**config.mk**
```make
export PLATFORM = sky130hd
export DESIGN_NAME = pmac_top
export DESIGN_NICKNAME = d
export VERILOG_FILES = /design/src/pmac_top.v
export VERILOG_INCLUDE_DIRS = /design/src
export SDC_FILE = /design/constraint.sdc
export NUM_CORES = 1
export LEC_CHECK = 0
export ABC_AREA = 1
export BUFFER_PORTS_ARGS = -buffer_cell sky130_fd_sc_hd__clkbuf_2
export CORE_AREA = 2 2 180 182
export CTS_CLUSTER_DIAMETER = 80
export DETAILED_ROUTE_END_ITERATION = 8
export DIE_AREA = 0 0 182 184
export GPL_ROUTABILITY_DRIVEN = 0
export PLACE_DENSITY = 0.48
export SLEW_MARGIN = 20
export SYNTH_ARGS = -nofsm -noshare
export SYNTH_HDL_FRONTEND = slang
export SYNTH_SLANG_ARGS = --single-unit
```
**constraint.sdc**
```tcl
create_clock -name i_sys_clk -period 6.2 [get_ports i_sys_clk]
set_input_delay 0.62 -clock i_sys_clk [delete_from_list [all_inputs] [get_ports i_sys_clk]]
set_output_delay 0.62 -clock i_sys_clk [all_outputs]
set_load 0.1 [all_outputs]
```
**src/pmac_map.vh**
```
// Command codes, field positions, reset values and counts of the
// power-converter management-bus slave. Assumes 7-bit bus addressing.
`ifndef PMAC_MAP_VH
`define PMAC_MAP_VH

// ----------------------------------------------------------------------
// Command codes
// ----------------------------------------------------------------------
`define PMAC_CMD_RUN        8'h01
`define PMAC_CMD_ONOFF      8'h02
`define PMAC_CMD_CLEAR      8'h03
`define PMAC_CMD_WLOCK      8'h10
`define PMAC_CMD_STORE_DEF  8'h11
`define PMAC_CMD_RESTO_DEF  8'h12
`define PMAC_CMD_STORE_USR  8'h15
`define PMAC_CMD_RESTO_USR  8'h16
`define PMAC_CMD_FEATURE    8'h19
`define PMAC_CMD_MASK       8'h1b
`define PMAC_CMD_FORMAT     8'h20
`define PMAC_CMD_SETPOINT   8'h21
`define PMAC_CMD_STATUS     8'h78
`define PMAC_CMD_VENDOR21   8'he5

// ----------------------------------------------------------------------
// Reset and fixed values
// ----------------------------------------------------------------------
`define PMAC_RST_RUN        8'h00
`define PMAC_RST_ONOFF      8'h16
`define PMAC_RST_WLOCK      8'h00
`define PMAC_VAL_FEATURE    8'hb0
`define PMAC_RST_MASK       8'h08
`define PMAC_VAL_FORMAT     8'h17
`define PMAC_RST_SETPOINT   16'h0133
`define PMAC_RST_VENDOR     8'h01

// ----------------------------------------------------------------------
// Field positions
// ----------------------------------------------------------------------
`define PMAC_ONOFF_PU       4
`define PMAC_ONOFF_CMD      3
`define PMAC_ONOFF_CPR      2
`define PMAC_ONOFF_POL      1
`define PMAC_RUN_ON         7
`define PMAC_VENDOR_AUTO    0
`define PMAC_STAT_CML       1
`define PMAC_WLOCK_ALL      7
`define PMAC_WLOCK_RUN      6
`define PMAC_WLOCK_CFG      5

// ----------------------------------------------------------------------
// Bus constants and counts
// ----------------------------------------------------------------------
`define PMAC_ADDR_ALERT     7'h0c
`define PMAC_ADDR_BAD       7'h7f
`define PMAC_CRC_POLY       8'h07
`define PMAC_SOFT_CYCLES    128

`endif

```
**src/pmac_top.v**
```verilog
// Management-bus slave of a power converter: bus, alert, enable, registers, ramp.
// Assumes SCL, SDA, straps, control pin and fault flags are asynchronous.
`timescale 1ns/1ps
`include "pmac_map.vh"

module pmac_top #(
  parameter SOFT_CYCLES = `PMAC_SOFT_CYCLES
) (
  // Clock and reset
  input  wire        i_sys_clk,
  input  wire        i_rst_n,
  // Management bus pins
  input  wire        i_scl,
  input  wire        i_sda,
  output reg         o_sda_out,
  output reg         o_sda_oe,
  output reg         o_alert_out,
  output reg         o_alert_oe,
  // Straps, control pin, fault flags
  input  wire [3:0]  i_address_strap_low,
  input  wire [3:0]  i_address_strap_high,
  input  wire        i_control_pin,
  input  wire [7:0]  i_fault_flags,
  // Power stage side
  input  wire        i_sw_cycle,
  output reg         o_regulation_enable,
  output reg  [15:0] o_setpoint,
  output reg  [7:0]  o_low_side_ramp,
  output reg         o_low_side_full
);

  localparam ST_IDLE = 3'd0;
  localparam ST_ADDR = 3'd1;
  localparam ST_WR   = 3'd2;
  localparam ST_RD   = 3'd3;
  localparam ST_IGN  = 3'd4;
  localparam [7:0] SOFT = SOFT_CYCLES[7:0];
  // ----------------------------------------------------------------------
  // Synchronisers
  // ----------------------------------------------------------------------
  // Sampling at 100 MHz gives over 100 samples per bus bit at 400 kHz
  reg [2:0] scl_s;
  reg [2:0] sda_s;
  // Faults [16:9], control pin [8], straps [7:0]; a strap change may skew for one cycle
  reg [16:0] in_s0, in_s1;

  always @(posedge i_sys_clk) begin
    if (!i_rst_n) begin
      scl_s <= 3'h7;
      sda_s <= 3'h7;
      in_s0 <= 17'h00000;
      in_s1 <= 17'h00000;
    end else begin
      scl_s <= {scl_s[1:0], i_scl};
      sda_s <= {sda_s[1:0], i_sda};
      in_s0 <= {i_fault_flags, i_control_pin, i_address_strap_high, i_address_strap_low};
      in_s1 <= in_s0;
    end
  end
  wire scl_rise = scl_s[1] & ~scl_s[2];
  wire scl_fall = ~scl_s[1] & scl_s[2];
  wire sda_in   = sda_s[1];
  wire bus_start = scl_s[1] & scl_s[2] & sda_s[2] & ~sda_s[1];
  wire bus_stop  = scl_s[1] & scl_s[2] & ~sda_s[2] & sda_s[1];

  // ----------------------------------------------------------------------
  // Register state
  // ----------------------------------------------------------------------
  reg [7:0]  run_cmd, onoff_cfg, wlock, mask, vendor_opt;
  reg [7:0]  nvm_onoff, nvm_wlock, nvm_mask;
  reg [15:0] nvm_setpoint;
  reg [7:0]  status, um_prev;
  reg        released;
  reg [6:0]  my_addr;

  // Out-of-range digit on either strap moves the slave to 127
  always @(posedge i_sys_clk) begin
    if (!i_rst_n)
      my_addr <= `PMAC_ADDR_BAD;
    else if (in_s1[3] | in_s1[7])
      my_addr <= `PMAC_ADDR_BAD;
    else
      my_addr <= {1'b0, in_s1[6:4], in_s1[2:0]};
  end
  // ----------------------------------------------------------------------
  // Bus engine
  // ----------------------------------------------------------------------
  reg [2:0]  state;
  reg [3:0]  bitcnt;
  reg [7:0]  shreg, tx, cmd, crc;
  reg [15:0] wd;
  reg [2:0]  nbytes;
  reg [1:0]  rd_idx;
  reg        rw, do_ack, is_ara, in_frame, wr_frame;
  reg        commit_p, bad_rd_p, ara_done;
  function [7:0] crc8;
    input [7:0] c;
    input [7:0] d;
    integer k;
    reg [7:0] r;
    begin
      r = c ^ d;
      for (k = 0; k < 8; k = k + 1)
        r = r[7] ? ({r[6:0], 1'b0} ^ `PMAC_CRC_POLY) : {r[6:0], 1'b0};
      crc8 = r;
    end
  endfunction
  wire [7:0] rx_byte = {shreg[6:0], sda_in};
  wire       rd_known = (cmd == `PMAC_CMD_RUN) || (cmd == `PMAC_CMD_ONOFF) ||
                        (cmd == `PMAC_CMD_WLOCK) || (cmd == `PMAC_CMD_FEATURE) ||
                        (cmd == `PMAC_CMD_MASK) || (cmd == `PMAC_CMD_FORMAT) ||
                        (cmd == `PMAC_CMD_SETPOINT) || (cmd == `PMAC_CMD_STATUS) ||
                        (cmd == `PMAC_CMD_VENDOR21);
  wire [1:0] rd_len = (cmd == `PMAC_CMD_SETPOINT) ? 2'd2 : 2'd1;
  reg  [7:0] rd_val;
  always @* begin
    case (cmd)
      `PMAC_CMD_RUN:      rd_val = run_cmd;
      `PMAC_CMD_ONOFF:    rd_val = onoff_cfg;
      `PMAC_CMD_WLOCK:    rd_val = wlock;
      `PMAC_CMD_FEATURE:  rd_val = `PMAC_VAL_FEATURE;
      `PMAC_CMD_MASK:     rd_val = mask;
      `PMAC_CMD_FORMAT:   rd_val = `PMAC_VAL_FORMAT;
      `PMAC_CMD_SETPOINT: rd_val = (rd_idx == 2'd0) ? o_setpoint[7:0] : o_setpoint[15:8];
      `PMAC_CMD_STATUS:   rd_val = status;
      `PMAC_CMD_VENDOR21: rd_val = vendor_opt;
      default:            rd_val = 8'hff;
    endcase
  end

  // Byte to send next: alert answer carries our address, then PEC
  wire [7:0] next_tx = is_ara ? ((rd_idx == 2'd0) ? {my_addr, 1'b0} : crc) :
                       (rd_idx < rd_len) ? rd_val :
                       (rd_idx == rd_len) ? crc : 8'hff;
  always @(posedge i_sys_clk) begin
    if (!i_rst_n) begin
      state    <= ST_IDLE;
      bitcnt   <= 4'h0;
      crc      <= 8'h00;
      nbytes   <= 3'h0;
      rd_idx   <= 2'h0;
      in_frame <= 1'b0;
      wr_frame <= 1'b0;
      commit_p <= 1'b0;
      bad_rd_p <= 1'b0;
      ara_done <= 1'b0;
      o_sda_out <= 1'b0;
      o_sda_oe <= 1'b0;
    end else begin
      commit_p <= 1'b0;
      bad_rd_p <= 1'b0;
      ara_done <= 1'b0;
      if (bus_stop) begin
        // Write takes effect only at STOP, so PEC presence is known
        commit_p <= in_frame & wr_frame;
        state    <= ST_IDLE;
        in_frame <= 1'b0;
        wr_frame <= 1'b0;
        o_sda_oe <= 1'b0;
      end else if (bus_start) begin
        state    <= ST_ADDR;
        bitcnt   <= 4'h0;
        rd_idx   <= 2'h0;
        in_frame <= 1'b1;
        o_sda_oe <= 1'b0;
        if (!in_frame) begin
          crc    <= 8'h00;
          nbytes <= 3'h0;
        end
      end else if (scl_rise && state != ST_IDLE) begin
        shreg  <= rx_byte;
        bitcnt <= bitcnt + 4'h1;
        // Losing arbitration: we released but the line reads low
        if (state == ST_RD && bitcnt < 4'h8 && tx[3'h7 - bitcnt[2:0]] && !sda_in) begin
          state    <= ST_IGN;
          o_sda_oe <= 1'b0;
        end else if (state == ST_RD && bitcnt == 4'h8 && sda_in) begin
          state <= ST_IGN;
        end
        if (bitcnt == 4'h7) begin
          crc <= crc8(crc, rx_byte);
          case (state)
            ST_ADDR: begin
              rw <= rx_byte[0];
              // Alert address answered only while our alert line is low
              is_ara <= (rx_byte[7:1] == `PMAC_ADDR_ALERT) & rx_byte[0] & o_alert_oe;
              do_ack <= (rx_byte[7:1] == my_addr) |
                        ((rx_byte[7:1] == `PMAC_ADDR_ALERT) & rx_byte[0] & o_alert_oe);
              if (rx_byte[7:1] == my_addr)
                wr_frame <= ~rx_byte[0];
            end
            ST_WR: begin
              do_ack <= 1'b1;
              if (nbytes == 3'h0)
                cmd <= rx_byte;
              else if (nbytes == 3'h1)
                wd[7:0] <= rx_byte;
              else if (nbytes == 3'h2)
                wd[15:8] <= rx_byte;
              if (nbytes != 3'h7)
                nbytes <= nbytes + 3'h1;
            end
            ST_RD: begin
              if (is_ara && rd_idx == 2'h1 && !(tx[0] && !sda_in))
                ara_done <= 1'b1;
            end
            default: ;
          endcase
        end
      end else if (scl_fall && state != ST_IDLE) begin
        if (bitcnt == 4'h8) begin
          o_sda_oe <= (state == ST_ADDR || state == ST_WR) & do_ack;
        end else if (bitcnt == 4'h9) begin
          bitcnt   <= 4'h0;
          o_sda_oe <= 1'b0;
          if (state == ST_ADDR) begin
            if (!do_ack) begin
              state <= ST_IGN;
            end else if (rw) begin
              state    <= ST_RD;
              tx       <= next_tx;
              rd_idx   <= rd_idx + 2'h1;
              o_sda_oe <= ~next_tx[7];
              bad_rd_p <= ~is_ara & ~rd_known;
            end else begin
              state <= ST_WR;
            end
          end else if (state == ST_RD) begin
            tx       <= next_tx;
            if (rd_idx != 2'h3)
              rd_idx <= rd_idx + 2'h1;
            o_sda_oe <= ~next_tx[7];
          end
        end else if (state == ST_RD && bitcnt != 4'h0) begin
          o_sda_oe <= ~tx[3'h7 - bitcnt[2:0]];
        end
      end
    end
  end

  // ----------------------------------------------------------------------
  // Write decode at STOP
  // ----------------------------------------------------------------------
  reg [1:0] exp_len;
  reg       known;

  always @* begin
    known   = 1'b1;
    exp_len = 2'd1;
    case (cmd)
      `PMAC_CMD_CLEAR, `PMAC_CMD_STORE_DEF, `PMAC_CMD_RESTO_DEF,
      `PMAC_CMD_STORE_USR, `PMAC_CMD_RESTO_USR:
        exp_len = 2'd0;
      `PMAC_CMD_RUN, `PMAC_CMD_ONOFF, `PMAC_CMD_WLOCK, `PMAC_CMD_MASK,
      `PMAC_CMD_VENDOR21:
        exp_len = 2'd1;
      `PMAC_CMD_SETPOINT:
        exp_len = 2'd2;
      default:
        known = 1'b0;
    endcase
  end

  wire [2:0] data_cnt = nbytes - 3'h1;
  // Extra byte is PEC: good only if the running CRC came back to zero
  wire len_ok = (nbytes != 3'h0) && ((data_cnt == {1'b0, exp_len}) ||
                ((data_cnt == {1'b0, exp_len} + 3'h1) && (crc == 8'h00)));
  wire lock_ok = (cmd == `PMAC_CMD_WLOCK) ||
                 (!wlock[`PMAC_WLOCK_ALL] && !wlock[`PMAC_WLOCK_RUN] && !wlock[`PMAC_WLOCK_CFG]) ||
                 (!wlock[`PMAC_WLOCK_ALL] && !wlock[`PMAC_WLOCK_RUN] && cmd == `PMAC_CMD_RUN);
  wire wr_go  = commit_p & known & len_ok & lock_ok;
  wire cml_p  = (commit_p & ~(known & len_ok & lock_ok)) | bad_rd_p;
  wire clr_go = wr_go & (cmd == `PMAC_CMD_CLEAR);
  // ----------------------------------------------------------------------
  // Command registers and nonvolatile shadow
  // ----------------------------------------------------------------------
  always @(posedge i_sys_clk) begin
    if (!i_rst_n) begin
      run_cmd      <= `PMAC_RST_RUN;
      onoff_cfg    <= `PMAC_RST_ONOFF;
      wlock        <= `PMAC_RST_WLOCK;
      mask         <= `PMAC_RST_MASK;
      vendor_opt   <= `PMAC_RST_VENDOR;
      o_setpoint   <= `PMAC_RST_SETPOINT;
      nvm_onoff    <= `PMAC_RST_ONOFF;
      nvm_wlock    <= `PMAC_RST_WLOCK;
      nvm_mask     <= `PMAC_RST_MASK;
      nvm_setpoint <= `PMAC_RST_SETPOINT;
    end else if (wr_go) begin
      case (cmd)
        `PMAC_CMD_RUN:      run_cmd    <= wd[7:0];
        `PMAC_CMD_ONOFF:    onoff_cfg  <= wd[7:0];
        `PMAC_CMD_WLOCK:    wlock      <= wd[7:0];
        `PMAC_CMD_MASK:     mask       <= wd[7:0];
        `PMAC_CMD_VENDOR21: vendor_opt <= wd[7:0];
        `PMAC_CMD_SETPOINT: o_setpoint <= wd;
        `PMAC_CMD_STORE_DEF, `PMAC_CMD_STORE_USR: begin
          nvm_onoff    <= onoff_cfg;
          nvm_wlock    <= wlock;
          nvm_mask     <= mask;
          nvm_setpoint <= o_setpoint;
        end
        `PMAC_CMD_RESTO_DEF, `PMAC_CMD_RESTO_USR: begin
          onoff_cfg  <= nvm_onoff;
          wlock      <= nvm_wlock;
          mask       <= nvm_mask;
          o_setpoint <= nvm_setpoint;
        end
        default: ;
      endcase
    end
  end

  // ----------------------------------------------------------------------
  // Status and alert line
  // ----------------------------------------------------------------------
  wire [7:0] cml_bit  = {6'h00, cml_p, 1'b0} << (`PMAC_STAT_CML - 1);
  // On clear, still-active faults and a fresh error set again at once
  wire [7:0] next_status = clr_go ? (in_s1[16:9] | cml_bit) :
                           (status | in_s1[16:9] | cml_bit);
  wire [7:0] unmasked = status & ~mask;
  wire       new_bits = |(unmasked & ~um_prev);
  always @(posedge i_sys_clk) begin
    if (!i_rst_n) begin
      status      <= 8'h00;
      um_prev     <= 8'h00;
      released    <= 1'b0;
      o_alert_out <= 1'b0;
      o_alert_oe  <= 1'b0;
    end else begin
      status  <= next_status;
      um_prev <= unmasked;
      // A newly set bit wins over a release in the same cycle
      if (new_bits || clr_go)
        released <= 1'b0;
      else if (ara_done && vendor_opt[`PMAC_VENDOR_AUTO])
        released <= 1'b1;
      // Standard mode holds the line until the unmasked bits are cleared or masked
      o_alert_oe <= |unmasked & ~(released & ~new_bits);
    end
  end

  // ----------------------------------------------------------------------
  // Enable source and low-side ramp
  // ----------------------------------------------------------------------
  wire pin_ok = onoff_cfg[`PMAC_ONOFF_POL] ? in_s1[8] : ~in_s1[8];
  wire run_ok = ~onoff_cfg[`PMAC_ONOFF_PU] |
                ((~onoff_cfg[`PMAC_ONOFF_CMD] | run_cmd[`PMAC_RUN_ON]) &
                 (~onoff_cfg[`PMAC_ONOFF_CPR] | pin_ok));
  reg [7:0] ramp;
  always @(posedge i_sys_clk) begin
    if (!i_rst_n) begin
      o_regulation_enable <= 1'b0;
      ramp                <= 8'h00;
      o_low_side_ramp     <= 8'h00;
      o_low_side_full     <= 1'b0;
    end else begin
      o_regulation_enable <= run_ok;
      // Ramp restarts whenever regulation stops, to protect a pre-biased output
      if (!o_regulation_enable)
        ramp <= 8'h00;
      else if (i_sw_cycle && ramp != SOFT)
        ramp <= ramp + 8'h01;
      o_low_side_ramp <= ramp;
      o_low_side_full <= (ramp == SOFT);
    end
  end

endmodule

```
# [Word level (Yosys, flattened, before mapping)]
# Cells that the tools add are included.
[totals] ff_bits=247 word_cells=347
[op_classes] addsub=7 order_cmp=3 n_eq_ne=44 n_mux=77 bitwise_logic=73 reduce_logical=99
[ops] cell="two-way mux 8 bit" n=14
[ops] cell="case mux 8 bit (9 select lines)" n=1
[ops] cell="two-way mux 3 bit" n=22
[ops] cell="equality test 8 x 5 -> 1 bit, second input constant" n=7
[ops] cell="case mux 8 bit (2 select lines)" n=3
[ops] cell="case mux 16 bit (2 select lines)" n=1
[ops] cell="nonzero test 2 bit" n=15
[ops] cell="inverter 1 bit" n=29
[ops] cell="inverter 3 bit" n=8
[ops] cell="bitwise AND 1 bit" n=22
[ops] cell="two-way mux 2 bit" n=11
[ops] cell="nonzero test 3 bit" n=7
[ops] cell="two-way mux 4 bit" n=5
[ops] cell="logical AND 1 bit" n=18
[ops] cell="AND reduction 2 bit" n=9
[ops] cell="AND reduction 6 bit" n=3
[ops] cell="AND reduction 9 bit" n=2
[ops] cell="bitwise AND 8 bit" n=2
[ops] cell="equality test 8 x 2 -> 1 bit, second input constant" n=2
[ops] cell="equality test 8 x 6 -> 1 bit, second input constant" n=2
[ops] cell="equality test 8 bit, second input constant" n=2
[ops] cell="two-way mux 1 bit" n=16
[ops] cell="inverter 8 bit" n=2
[ops] cell="OR 8 x 2 -> 8 bit" n=2
[ops] cell="other kinds (54)" n=98

# [Longest topological paths before layout]
# Gate-level depths: netlist of the first run.
[depth] word_depth=20 mapped_depth=15 ltp_nobuf=14

# [Worst setup path before layout of the first run]
# OpenSTA, ideal clock, no wires.
[synth_path] kind="input to register" startpoint="input i_rst_n" endpoint="register wd[0] (enable)" arrival_time_ns=2.291 required_time_ns=5.805 slack_ns=3.515 cell_stages=5 n_path_buf=1 cell_sequence="inv_1 clkbuf_1 nor2_1 nand3_1 nor4_1"
[synth_between] elab_chain_len=1
[synth_lines] element="from (decl)" line_no="pmac_top.v:11" text="input wire i_rst_n,"
[synth_lines] element="AND reduction 8 bit (no line)"
[synth_lines] element="to (signal assigned)" line_no="pmac_top.v:197" text="wd[7:0] <= rx_byte;"
[synth_lines] element="to (decl)" line_no="pmac_top.v:91" text="reg [15:0] wd;"
# Every way passes these cells.
# A chain may end at the register's enable or synchronous reset.

# [Final worst setup path of the first run]
[layout_path] startpoint="register cmd[0]" endpoint="register nvm_mask[3]"
[layout_between] elab_chain_len=11 elab_cells_between_ends=29 cone_classes="add/sub (1); eq/ne (13); mux (2); bitwise (3); reduce/logical (10)"
[layout_lines] element="from (decl)" line_no="pmac_top.v:90" text="reg [7:0] shreg, tx, cmd, crc;"
[layout_lines] element="from (signal assigned)" line_no="pmac_top.v:195" text="cmd <= rx_byte;"
[layout_lines] element="equality test 8 x 2 -> 1 bit, or another cell as far along" line_no="pmac_top.v:250" text="case (cmd)"
[layout_lines] element="OR reduction 5 bit" line_no="pmac_top.v:250"
[layout_lines] element="case mux 2 bit (2 select lines)" line_no="pmac_top.v:250"
[layout_lines] element="adder 2 x 1 -> 3 bit" line_no="pmac_top.v:267" text="((data_cnt == {1'b0, exp_len} + 3'h1) && (crc == 8'h00)));"
[layout_lines] element="equality test 3 bit" line_no="pmac_top.v:267"
[layout_lines] element="logical AND 1 bit" line_no="pmac_top.v:267"
[layout_lines] element="logical OR 1 bit" line_no="pmac_top.v:266" text="wire len_ok = (nbytes != 3'h0) && ((data_cnt == {1'b0, exp_len}) ||"
[layout_lines] element="logical AND 1 bit" line_no="pmac_top.v:266"
[layout_lines] element="bitwise AND 1 bit (2 in series)" line_no="pmac_top.v:271" text="wire wr_go = commit_p & known & len_ok & lock_ok;"
[layout_lines] element="AND reduction 2 bit (no line) (*)"
[layout_lines] element="to (signal assigned)" line_no="pmac_top.v:287" text="nvm_mask <= `PMAC_RST_MASK;"
[layout_lines] element="to (signal assigned)" line_no="pmac_top.v:300" text="nvm_mask <= mask;"
[layout_lines] element="to (decl)" line_no="pmac_top.v:70" text="reg [7:0] nvm_onoff, nvm_wlock, nvm_mask;"
# Every way passes the cells marked *; elsewhere a longest branch is shown, timed or not.

==> results of run 1 <==
==> power breakdown <==
| part | internal [mW] | leakage (nW) | total (mW) | switching, mW |
|---|---|---|---|---|
| Sequential | 1.65 | 2.04 | 1.66 | 0.0127 |
| Clock | 0.988 | 0.465 | 1.66 | 0.667 |
| Combinational | 0.0305 | 3.52 | 0.109 | 0.0781 |
==> metrics by stage <==
step | util (%) | std cells | total power [mW] | instance area, µm²
6_report | 39.9 | 1966 | 3.43 | 12500
5_1_grt | 39.9 | 1966 | 3.55 | 12500
4_1_cts | 39.8 | 1966 | 3.47 | 12500
3_5_place_dp | 36.9 | 1913 | 1.81 | 11600
3_3_place_gp | 36.9 | 1913 | 1.81 | 11600
2_1_floorplan | - | 1499 | 1.77 | 11000
==> final timing paths <==
kind | from | endpoint | slack (ns)
max | cmd[0] | nvm_mask[3] | 2.80
min | i_address_strap_low[3] | in_s0[3] | 0.26
max reg2reg | cmd[0] | nvm_mask[3] | 2.80
min reg2reg | in_s0[11] | in_s1[11] | 0.41
==> area by class of cell <==
type	instances	area, µm²
Clock buffer	42	855
Clock inverter	11	76.3
Fill cell	3310	18900
Inverter	218	818
Multi-Input combinational cell	989	4590
Sequential cell	247	5370
Tap cell	402	503
Timing Repair Buffer	57	308
==> Yosys cell counts (all sizes together), types with 3 or more instances <==
library cell | count | area, µm²
nand2 | 410 | 1540
nor2 | 232 | 910
inv | 216 | 811
dfxtp | 205 | 4100
nand3 | 83 | 440
o21ai | 68 | 340
a21oi | 54 | 270
edfxtp | 42 | 1260
clkbuf | 34 | 128
nor3 | 26 | 135
ha | 16 | 200
xnor2 | 15 | 131
nand4 | 13 | 81.3
xor2 | 13 | 114
buf | 11 | 71.3
or2 | 11 | 68.8
o22ai | 9 | 56.3
a211oi | 6 | 45.0
nor4 | 5 | 31.3
a31oi | 4 | 25.0
nand3b | 3 | 22.5
o2111ai | 3 | 26.3
o211ai | 3 | 22.5
o221ai | 3 | 26.3
==> cell families after synthesis <==
logic type      count (synthesis)
other cells                     1
simple gates                  786
mux                             1
xor+xnor                       28
flops                         247
buf+inv                       263
fa+ha+maj                      16
compound gates                156
==> metal layers <==
| layer | part of all wire, % | GRT usage [%] | vias up | wire length, µm |
|---|---|---|---|---|
| li1 | - | - | 4767 | - |
| met1 | 49 | 25.1 | 4162 | 14800 |
| met2 | 43 | 28.8 | 200 | 13000 |
| met3 | 5.1 | 3.55 | 61 | 1540 |
| met4 | 3.5 | 6.23 | 0 | 1060 |
| met5 | 0 | 0 | - | 0 |
==> sequential cells by signal (all words and copies together), names as in the netlist, 16 cells and up <==
signal,count
in_s0,17
in_s1,17
nvm_setpoint,16
o_setpoint,16
wd,16
==> critical path: cells and delay by family, from the launching register on <==
kind,cells,cell delay [ns]
and+or+nand+nor,10,1.90
buffers and inverters,3,0.89
DFF,1,0.41
==> run metrics, run 1 <==
Critical Path RT=6.58 ns; most used cell, CP=nand2_1; commonest non-fill, non-tap cell in the layout=nand2_1; first-pass GRT wire length=between 40000 and 50000 µm; Gate Count Post-Synth=about 1500; Synth Register Bits=between 200 and 250; deepest clock path buffer count=3; vias=between 9000 and 10000; Rows=65; pin count of the biggest net entering global routing=around 80; Starting Density=34.9%; Final Cycle Share=a little over half; Critical-path top delay cell=nor2_1; CP endpoint kind=register; Hold Path Class=in2reg; clk root buf=clkbuf_16; post-synthesis xor/xnor area fraction=2.24%; Top Ports=52; post-synthesis simple-gate area fraction=between 20% and 30%; number of buffers created by CTS=29; CP cell instances=inv_2 > nand2_1 > nor2_1 > nand2_1 > nand4_1 > nand3_1 > nand2_1 > nor2_8 > nand3_2 > buf_4 > inv_2 > nand2_1 > nand3_1; Pwr Density=between 200 and 300 nW/µm²; Fin. Hold Viols=0; post-CTS sizing=0; Top FF cell, synth=dfxtp_1; layout cell share with drive strength beyond 1=roughly 8.3%; die area=33500 µm²; Arr. time, crit path=~3.8 ns; Slew Viols, Final=0; DP Worst Slack=about 2.8 ns; static leakage=roughly 6.0 nW; CP Launch Type=register; Detailed Route Iter0 Violations=a little under 600; Tmin final=about 3.4 ns; mux cell area share after synthesis=0.103%; core footprint=~31000 µm²; outcome=finished, final reports clean; Max stage delay on crit path=~0.67 ns; highest clock rate=between 200 and 300 MHz; vias in the first global route=~8800; RSZ-0062 raised after global routing=no; EDFF count, synth=42; Post-Synth Adder-Cell Area=1.83%; post-synthesis cell area=11000 µm²; worst vdd ir=between 0.00015 and 0.0002 V; critical path peak fanout=slightly below 70; Worst-path clk slew=0.06 ns; layout net count=~1600; highest-count cells in the layout ignoring fill and taps=nand2_1 (409), nor2_1 (228), inv_1 (212); post-route ant nets=0; grt total ovfl=0; clk_lat worst skew=between 0.5 and 0.6 ns; post-synthesis compound-gate area fraction=approximately 8%; yosys warns=0; reported max-cap violation count=0; register area share after synthesis=between 40% and 50%; final worst slack=roughly 2.8 ns; GRT Resource Usage Total=between 10% and 20%; drt wl/cell=around 15 µm; hold path cells=3; TNS Setup=0 ns; Yosys cell types=42; Slew Limit Headroom=a little under two fifths; postcts setup bufs=0; DRC viols=0; setup violators final=0; final hold slack=roughly 0.26 ns; DP HPWL=between 20000 and 25000 µm; clk_skew=roughly 0.015 ns; drt first pass iters=5; Max H-tree Level=1; antenna violations before repair=0; largest family of logic cells by synthesized area=simple AND/OR/NAND/NOR gates; WL final=roughly 30000 µm; Port-buffer cells=49; die height=184 µm; # clock sinks=roughly 250; antenna cells=0; Mapped Avg Cell Area=roughly 7.3 µm²; WS Path Type=reg2reg; FF-to-FF path depth=13; DIE WIDTH=182 µm; worst slew pin tran=0.944 ns; Syn-to-layout area delta=14.2%; ys async rst share=0%; # hold bufs at CTS=0; CTS tree=yes; DR vias/cell=around 4.7
Note: power is estimated with default switching activity, not from simulation.
==> run 2: changes to the inputs <==
clock period = 3.2 ns   (was 6.2 ns; I/O delays follow)
==> run metrics, run 2 (same netlist as run 1, synthesis figures left out) <==
critical path peak fanout=11 (-84%); first-pass GRT wire length=49400 µm (+2.5%); setup violators final=0 (unchanged); Max H-tree Level=1 (unchanged); Switching Fraction=21.8% (-0.31 points); CP cell instances=inv_2 > nand2_1 > nor2_1 > nand2_2 > ha_1 > a21oi_1 > inv_1 > nor2_2 > inv_1 > nor3_1 > o21ai_0; clk root buf=clkbuf_16; layout net count=1614 (+2.2%); cell count after placement=1928 (+0.78%); Critical Path RT=3.48 ns (-3.10 ns); drt wl/cell=15.6 µm (+0.66%); number of buffers created by CTS=29 (unchanged); clk_lat worst skew=0.55 ns (about the same); Max stage delay on crit path=0.47 ns (-0.20 ns); vias=9368 (+1.9%); Port-buffer cells=49 (unchanged); Slew Limit Headroom=24.1% (-13 points); DP HPWL=21900 µm (+1.4%); TNS Setup=0 ns (unchanged); Fin. Hold Viols=0 (unchanged); # clock sinks=247 (unchanged); Hold Path Class=in2reg; final hold slack=0.0783 ns (-0.187 ns); Syn-to-layout area delta=18.0%; CP Launch Type=register; drt first pass iters=7 (+2); WL final=31100 µm (+2.4%); highest-count cells in the layout ignoring fill and taps=nand2_1 (409), nor2_1 (227), inv_1 (212); CP endpoint kind=register; FF-to-FF path depth=11 (-2); combinational power share=3.4% (+0.2 points); post-route ant nets=0 (unchanged); die height=184 µm (unchanged); Slew Viols, Final=0 (unchanged); most used cell, CP=inv_1; worst vdd ir=0.000321 V (+69%); switching pwr=1.51 mW (+99%); Top Ports=52 (unchanged); worst slew pin tran=1.14 ns (+0.195 ns); grt total ovfl=0 (unchanged); Tmin final=2.83 ns (-0.570 ns); Clock power frac=50.1% (+1.8 points); DRC viols=0 (unchanged); pin count of the biggest net entering global routing=98 (+20%); highest clock rate=353 MHz (+20%); Detailed Route Iter0 Violations=713 (+24%); Worst-path clk slew=0.06 ns (about the same); Starting Density=34.9% (unchanged); reported max-cap violation count=0 (unchanged); antenna cells=0 (unchanged); DIE WIDTH=182 µm (unchanged); Seq pwr share=46.6% (-1.9 points); Arr. time, crit path=3.11 ns (-0.68 ns); GRT Resource Usage Total=18.8% (+0.48 points); Pwr Density=535 nW/µm² (+95%); postcts setup bufs=0 (unchanged); Finished Layout Cells=2000 (+1.7%); Area after DPL=11700 µm² (+1.2%); die area=33500 µm² (unchanged); static leakage=6.24 nW (+3.5%); vias in the first global route=8876 (+0.83%); Final Cycle Share=88.6% (+34 points); final-layout fill cell count=3242 (-2.1%); hold path cells=2 (-1); RSZ-0062 raised after global routing=no; Final Instance Area=12900 µm² (+3.3%); WS Path Type=reg2reg; Rows=65 (unchanged); outcome=finished, final reports clean; Critical-path top delay cell=edfxtp_1; antenna violations before repair=0 (unchanged); clk_skew=0.0130 ns (-0.00195 ns); CTS tree=yes; top flop regs=in_s0 (17), in_s1 (17); deepest clock path buffer count=3 (unchanged); core footprint=31400 µm² (unchanged); DR vias/cell=4.68 (+0.20%); cell-internal power=5.41 mW (+100%); layout cell share with drive strength beyond 1=9.45% (+1.1 points); commonest non-fill, non-tap cell in the layout=nand2_1
## run 2: cell count changes in the layout (fill, tap and decap cells not counted), sizes merged
cell,previous run,this run
buf,9,24
bufinv,1,3
clkbuf,90,88
dlygate4sd3,0,19
## run 2: layer usage
metal / routed length (µm) / track usage [%] / up-vias / share of wire (%)
li1: - / - / 4841 / -
met1: 14800 / 26.1 / 4276 / 48
met2: 13900 / 30.7 / 209 / 45
met3: 1680 / 2.56 / 42 / 5.4
met4: 634 / 4.84 / 0 / 2.0
met5: 0 / 0 / - / 0
## run 2: area by class of cell
cell class	count	area, µm²	area share, %
timing repair buffer	91	636	4.92
multi-input combinational	989	4590	35.5
inverter	218	818	6.33
clock inverter	13	148	1.14
tap	402	503	3.89
clock buffer	40	870	6.73
sequential	247	5370	41.5
## run 2: stage by stage
stage	power (mW)	setup slack (ns)	utilization [%]
5_1_grt	7.18	0.0731	41.2
6_report	6.91	0.366	41.2
2_1_floorplan	3.43	0.606	-
4_1_cts	7.01	0.116	41.1
3_3_place_gp	3.50	0.169	37.3
3_5_place_dp	3.50	0.134	37.3
## run 2: worst max-delay path: cells and delay by family (launching register included)
family,cells,cell delay [ns]
fa+ha+maj,1,0.34
simple gates,5,0.90
flops,1,0.47
buf+inv,3,0.44
compound gates,2,0.41
## run 2: power by group through the flow
stage	sequential [mW]	combinational [mW]	clock [mW]
floorplan	3.29	0.141	0
global placement	3.29	0.215	0
detailed placement	3.29	0.216	0
CTS	3.22	0.235	3.56
global route	3.22	0.263	3.69
finish	3.22	0.232	3.46
## run 2: path summary, 6_finish.rpt
| kind | end | slack, ns | start |
|---|---|---|---|
| hold / removal | sda_s[2] | 0.08 | i_rst_n |
| setup / recovery | tx[6] | 0.37 | cmd[3] |
| setup reg to reg | tx[6] | 0.37 | cmd[3] |
| hold reg to reg | in_s1[8] | 0.41 | in_s0[8] |
## run 2: timing repair
item	in CTS	in global routing
endpoints found under the setup margin	0	2
hold buffers	19	0
resized for setup	0	2
endpoints found under the hold margin	19	0
==> run 3: changes to the inputs <==
ABC_AREA = not set   (was 1)
==> run metrics, run 3 <==
final hold slack=0.112 ns (+0.0339 ns); Max stage delay on crit path=0.51 ns (+0.04 ns); Slew Limit Headroom=52.1% (+28 points); largest cells by area after synthesis=dfxtp_1 (38%), edfxtp_1 (12%), mux2i_1 (8.0%); layout cell share with drive strength beyond 1=14.6% (+5.1 points); vias=8234 (-12%); GRT Resource Usage Total=17.8% (-0.94 points); clk root buf=clkbuf_16; register area share after synthesis=49.4% (+0.47 points); Pwr Density=518 nW/µm² (-3.1%); pin count of the biggest net entering global routing=151 (+54%); commonest non-fill, non-tap cell in the layout=dfxtp_1; Fin. Hold Viols=0 (unchanged); Yosys top cell by area=dfxtp_1; ys async rst share=0% (unchanged); CP cell instances=nor3_2 > and3_1 > buf_4 > inv_1 > ha_1 > o211ai_1 > mux2_2 > o22ai_1 > a31oi_1; Arr. time, crit path=3.27 ns (+0.16 ns); clk_skew=0.00841 ns (-0.00455 ns); DIE WIDTH=182 µm (unchanged); static leakage=4.95 nW (-21%); TNS Setup=0 ns (unchanged); # clock sinks=247 (unchanged); highest clock rate=334 MHz (-5.3%); cell count after placement=1533 (-20%); outcome=finished, final reports clean; deepest clock path buffer count=3 (unchanged); Top FF cell, synth=dfxtp_1; setup violators final=0 (unchanged); DR vias/cell=5.14 (+9.7%); Gate Count Post-Synth=1094 (-27%); Critical-path top delay cell=edfxtp_1; CTS tree=yes; reported max-cap violation count=0 (unchanged); CP endpoint kind=register; Mapped Avg Cell Area=9.92 µm² (+36%); WL final=30000 µm (-3.5%); Starting Density=34.6% (-0.33 points); WS Path Type=reg2reg; first-pass GRT wire length=46300 µm (-6.3%); core footprint=31400 µm² (unchanged); highest-count cells in the layout ignoring fill and taps=dfxtp_1 (205), nand2_1 (179), mux2i_1 (87); worst slew pin tran=0.712 ns (-0.427 ns); post-synthesis cell area=10900 µm² (-0.95%); # hold bufs at CTS=19 (unchanged); grt total ovfl=0 (unchanged); die area=33500 µm² (unchanged); number of buffers created by CTS=28 (-3.4%); RSZ-0062 raised after global routing=no; top-count cell post-synth=dfxtp_1; Finished Layout Cells=1603 (-20%); antenna cells=0 (unchanged); Final Cycle Share=93.5% (+4.9 points); post-CTS sizing=0 (unchanged); cell family with most CP delay=simple AND/OR/NAND/NOR gates; drt first pass iters=6 (-1); Critical Path RT=3.48 ns (about the same); DRC viols=0 (unchanged); Synth Register Bits=247 (unchanged); DP HPWL=21200 µm (-3.2%); postcts setup bufs=0 (unchanged); Top Ports=52 (unchanged); Yosys cell types=79 (+88%); CP Launch Type=register; Worst-path clk slew=0.06 ns (about the same); post-route ant nets=0 (unchanged); DP Worst Slack=0.273 ns (+0.139 ns); top cells by count, synth=dfxtp_1 (205), nand2_1 (179), mux2i_1 (87); worst vdd ir=0.000308 V (-4.1%); clk_lat worst skew=0.54 ns (about the same); Port-buffer cells=49 (unchanged); EDFF count, synth=42 (unchanged); die height=184 µm (unchanged); Tmin final=2.99 ns (+0.157 ns); critical path peak fanout=8 (-3); yosys warns=0 (unchanged); top flop regs=in_s0 (17), in_s1 (17); Rows=65 (unchanged); layout net count=1218 (-25%); Syn-to-layout area delta=18.3%; vias in the first global route=7891 (-11%); final worst slack=0.209 ns (-0.157 ns); Buf/Inv on CP=2 (-1); Slew Viols, Final=0 (unchanged); drt wl/cell=18.7 µm (+20%); Hold Path Class=in2reg; antenna violations before repair=0 (unchanged); Detailed Route Iter0 Violations=685 (-3.9%); Yosys top cell area share=37.8% (+0.36 points); Max H-tree Level=1 (unchanged)
[run 3: changes by cell type in the layout (fill, tap and decap cells not counted), moves of 10 or more]
cell,change
a21oi_1,-28
a221oi_1,+10
a22o_1,+14
and2_1,+53
and3_1,+20
buf_4,+22
inv_1,-194
mux2i_1,+87
nand2_1,-230
nand2b_1,+34
nand3_1,-56
nor2_1,-165
o21ai_0,-40
[run 3: area by class of cell]
cell class                 instances  area, µm²
clock buffer                      41        832
sequential                       247       5370
inverter                          19       71.3
clock inverter                    10        103
multi-input combinational        770       5150
fill                            3111      18600
tap                              402        503
timing repair buffer             114        812
[run 3: path summary, 6_finish.rpt]
kind / to / depth (start not counted) / startpoint / slack (ns)
max: tx[5] / 9 / cmd[6] / 0.21
min: scl_s[1] / 2 / i_rst_n / 0.11
max reg2reg: tx[5] / 9 / cmd[6] / 0.21
min reg2reg: scl_s[1] / 1 / scl_s[0] / 0.40
[run 3: cell families (layout without fill, tap and decap cells)]
group | after synthesis | count (layout) | synth area share [%]
and+or+nand+nor | 463 | 463 | 22.2
xor gates and xnor gates | 35 | 35 | 2.82
DFF | 247 | 247 | 49.4
muxes | 108 | 108 | 10.5
AOI/OAI and AO/OA | 145 | 145 | 9.81
other | 1 | 2 | 0.0346
buffers and inverters | 78 | 184 | 3.19
adders and majority gates | 17 | 17 | 1.95
[run 3: through the flow]
| step | power, mW | cell area (µm²) | util [%] |
|---|---|---|---|
| finish | 6.65 | 12800 | 40.9 |
| floorplan | 3.41 | 10900 | - |
| detailed placement | 3.47 | 11700 | 37.3 |
| global placement | 3.47 | 11700 | 37.3 |
| CTS | 6.73 | 12800 | 40.9 |
| global route | 6.89 | 12800 | 40.9 |
[run 3: power breakdown]
part	internal, mW	total [mW]	switching, mW
clock network	1.95	3.23	1.28
logic	0.0765	0.201	0.125
registers	3.19	3.22	0.0279
total	5.22	6.65	1.43
[run 3: worst register-to-register path, stage by stage, from the launching register on]
cell      delay (ns)
edfxtp_1        0.51
nor3_2          0.44
and3_1          0.27
buf_4           0.16
inv_1           0.14
ha_1            0.33
o211ai_1        0.16
mux2_2          0.37
o22ai_1         0.28
a31oi_1         0.07
[run 3: layer usage]
layer / vias up / GRT usage (%) / wire [µm]
li1: 4029 / - / -
met1: 3947 / 23.9 / 13900
met2: 210 / 29.8 / 13900
met3: 48 / 2.16 / 1320
met4: 0 / 6.03 / 885
met5: - / 0 / 0
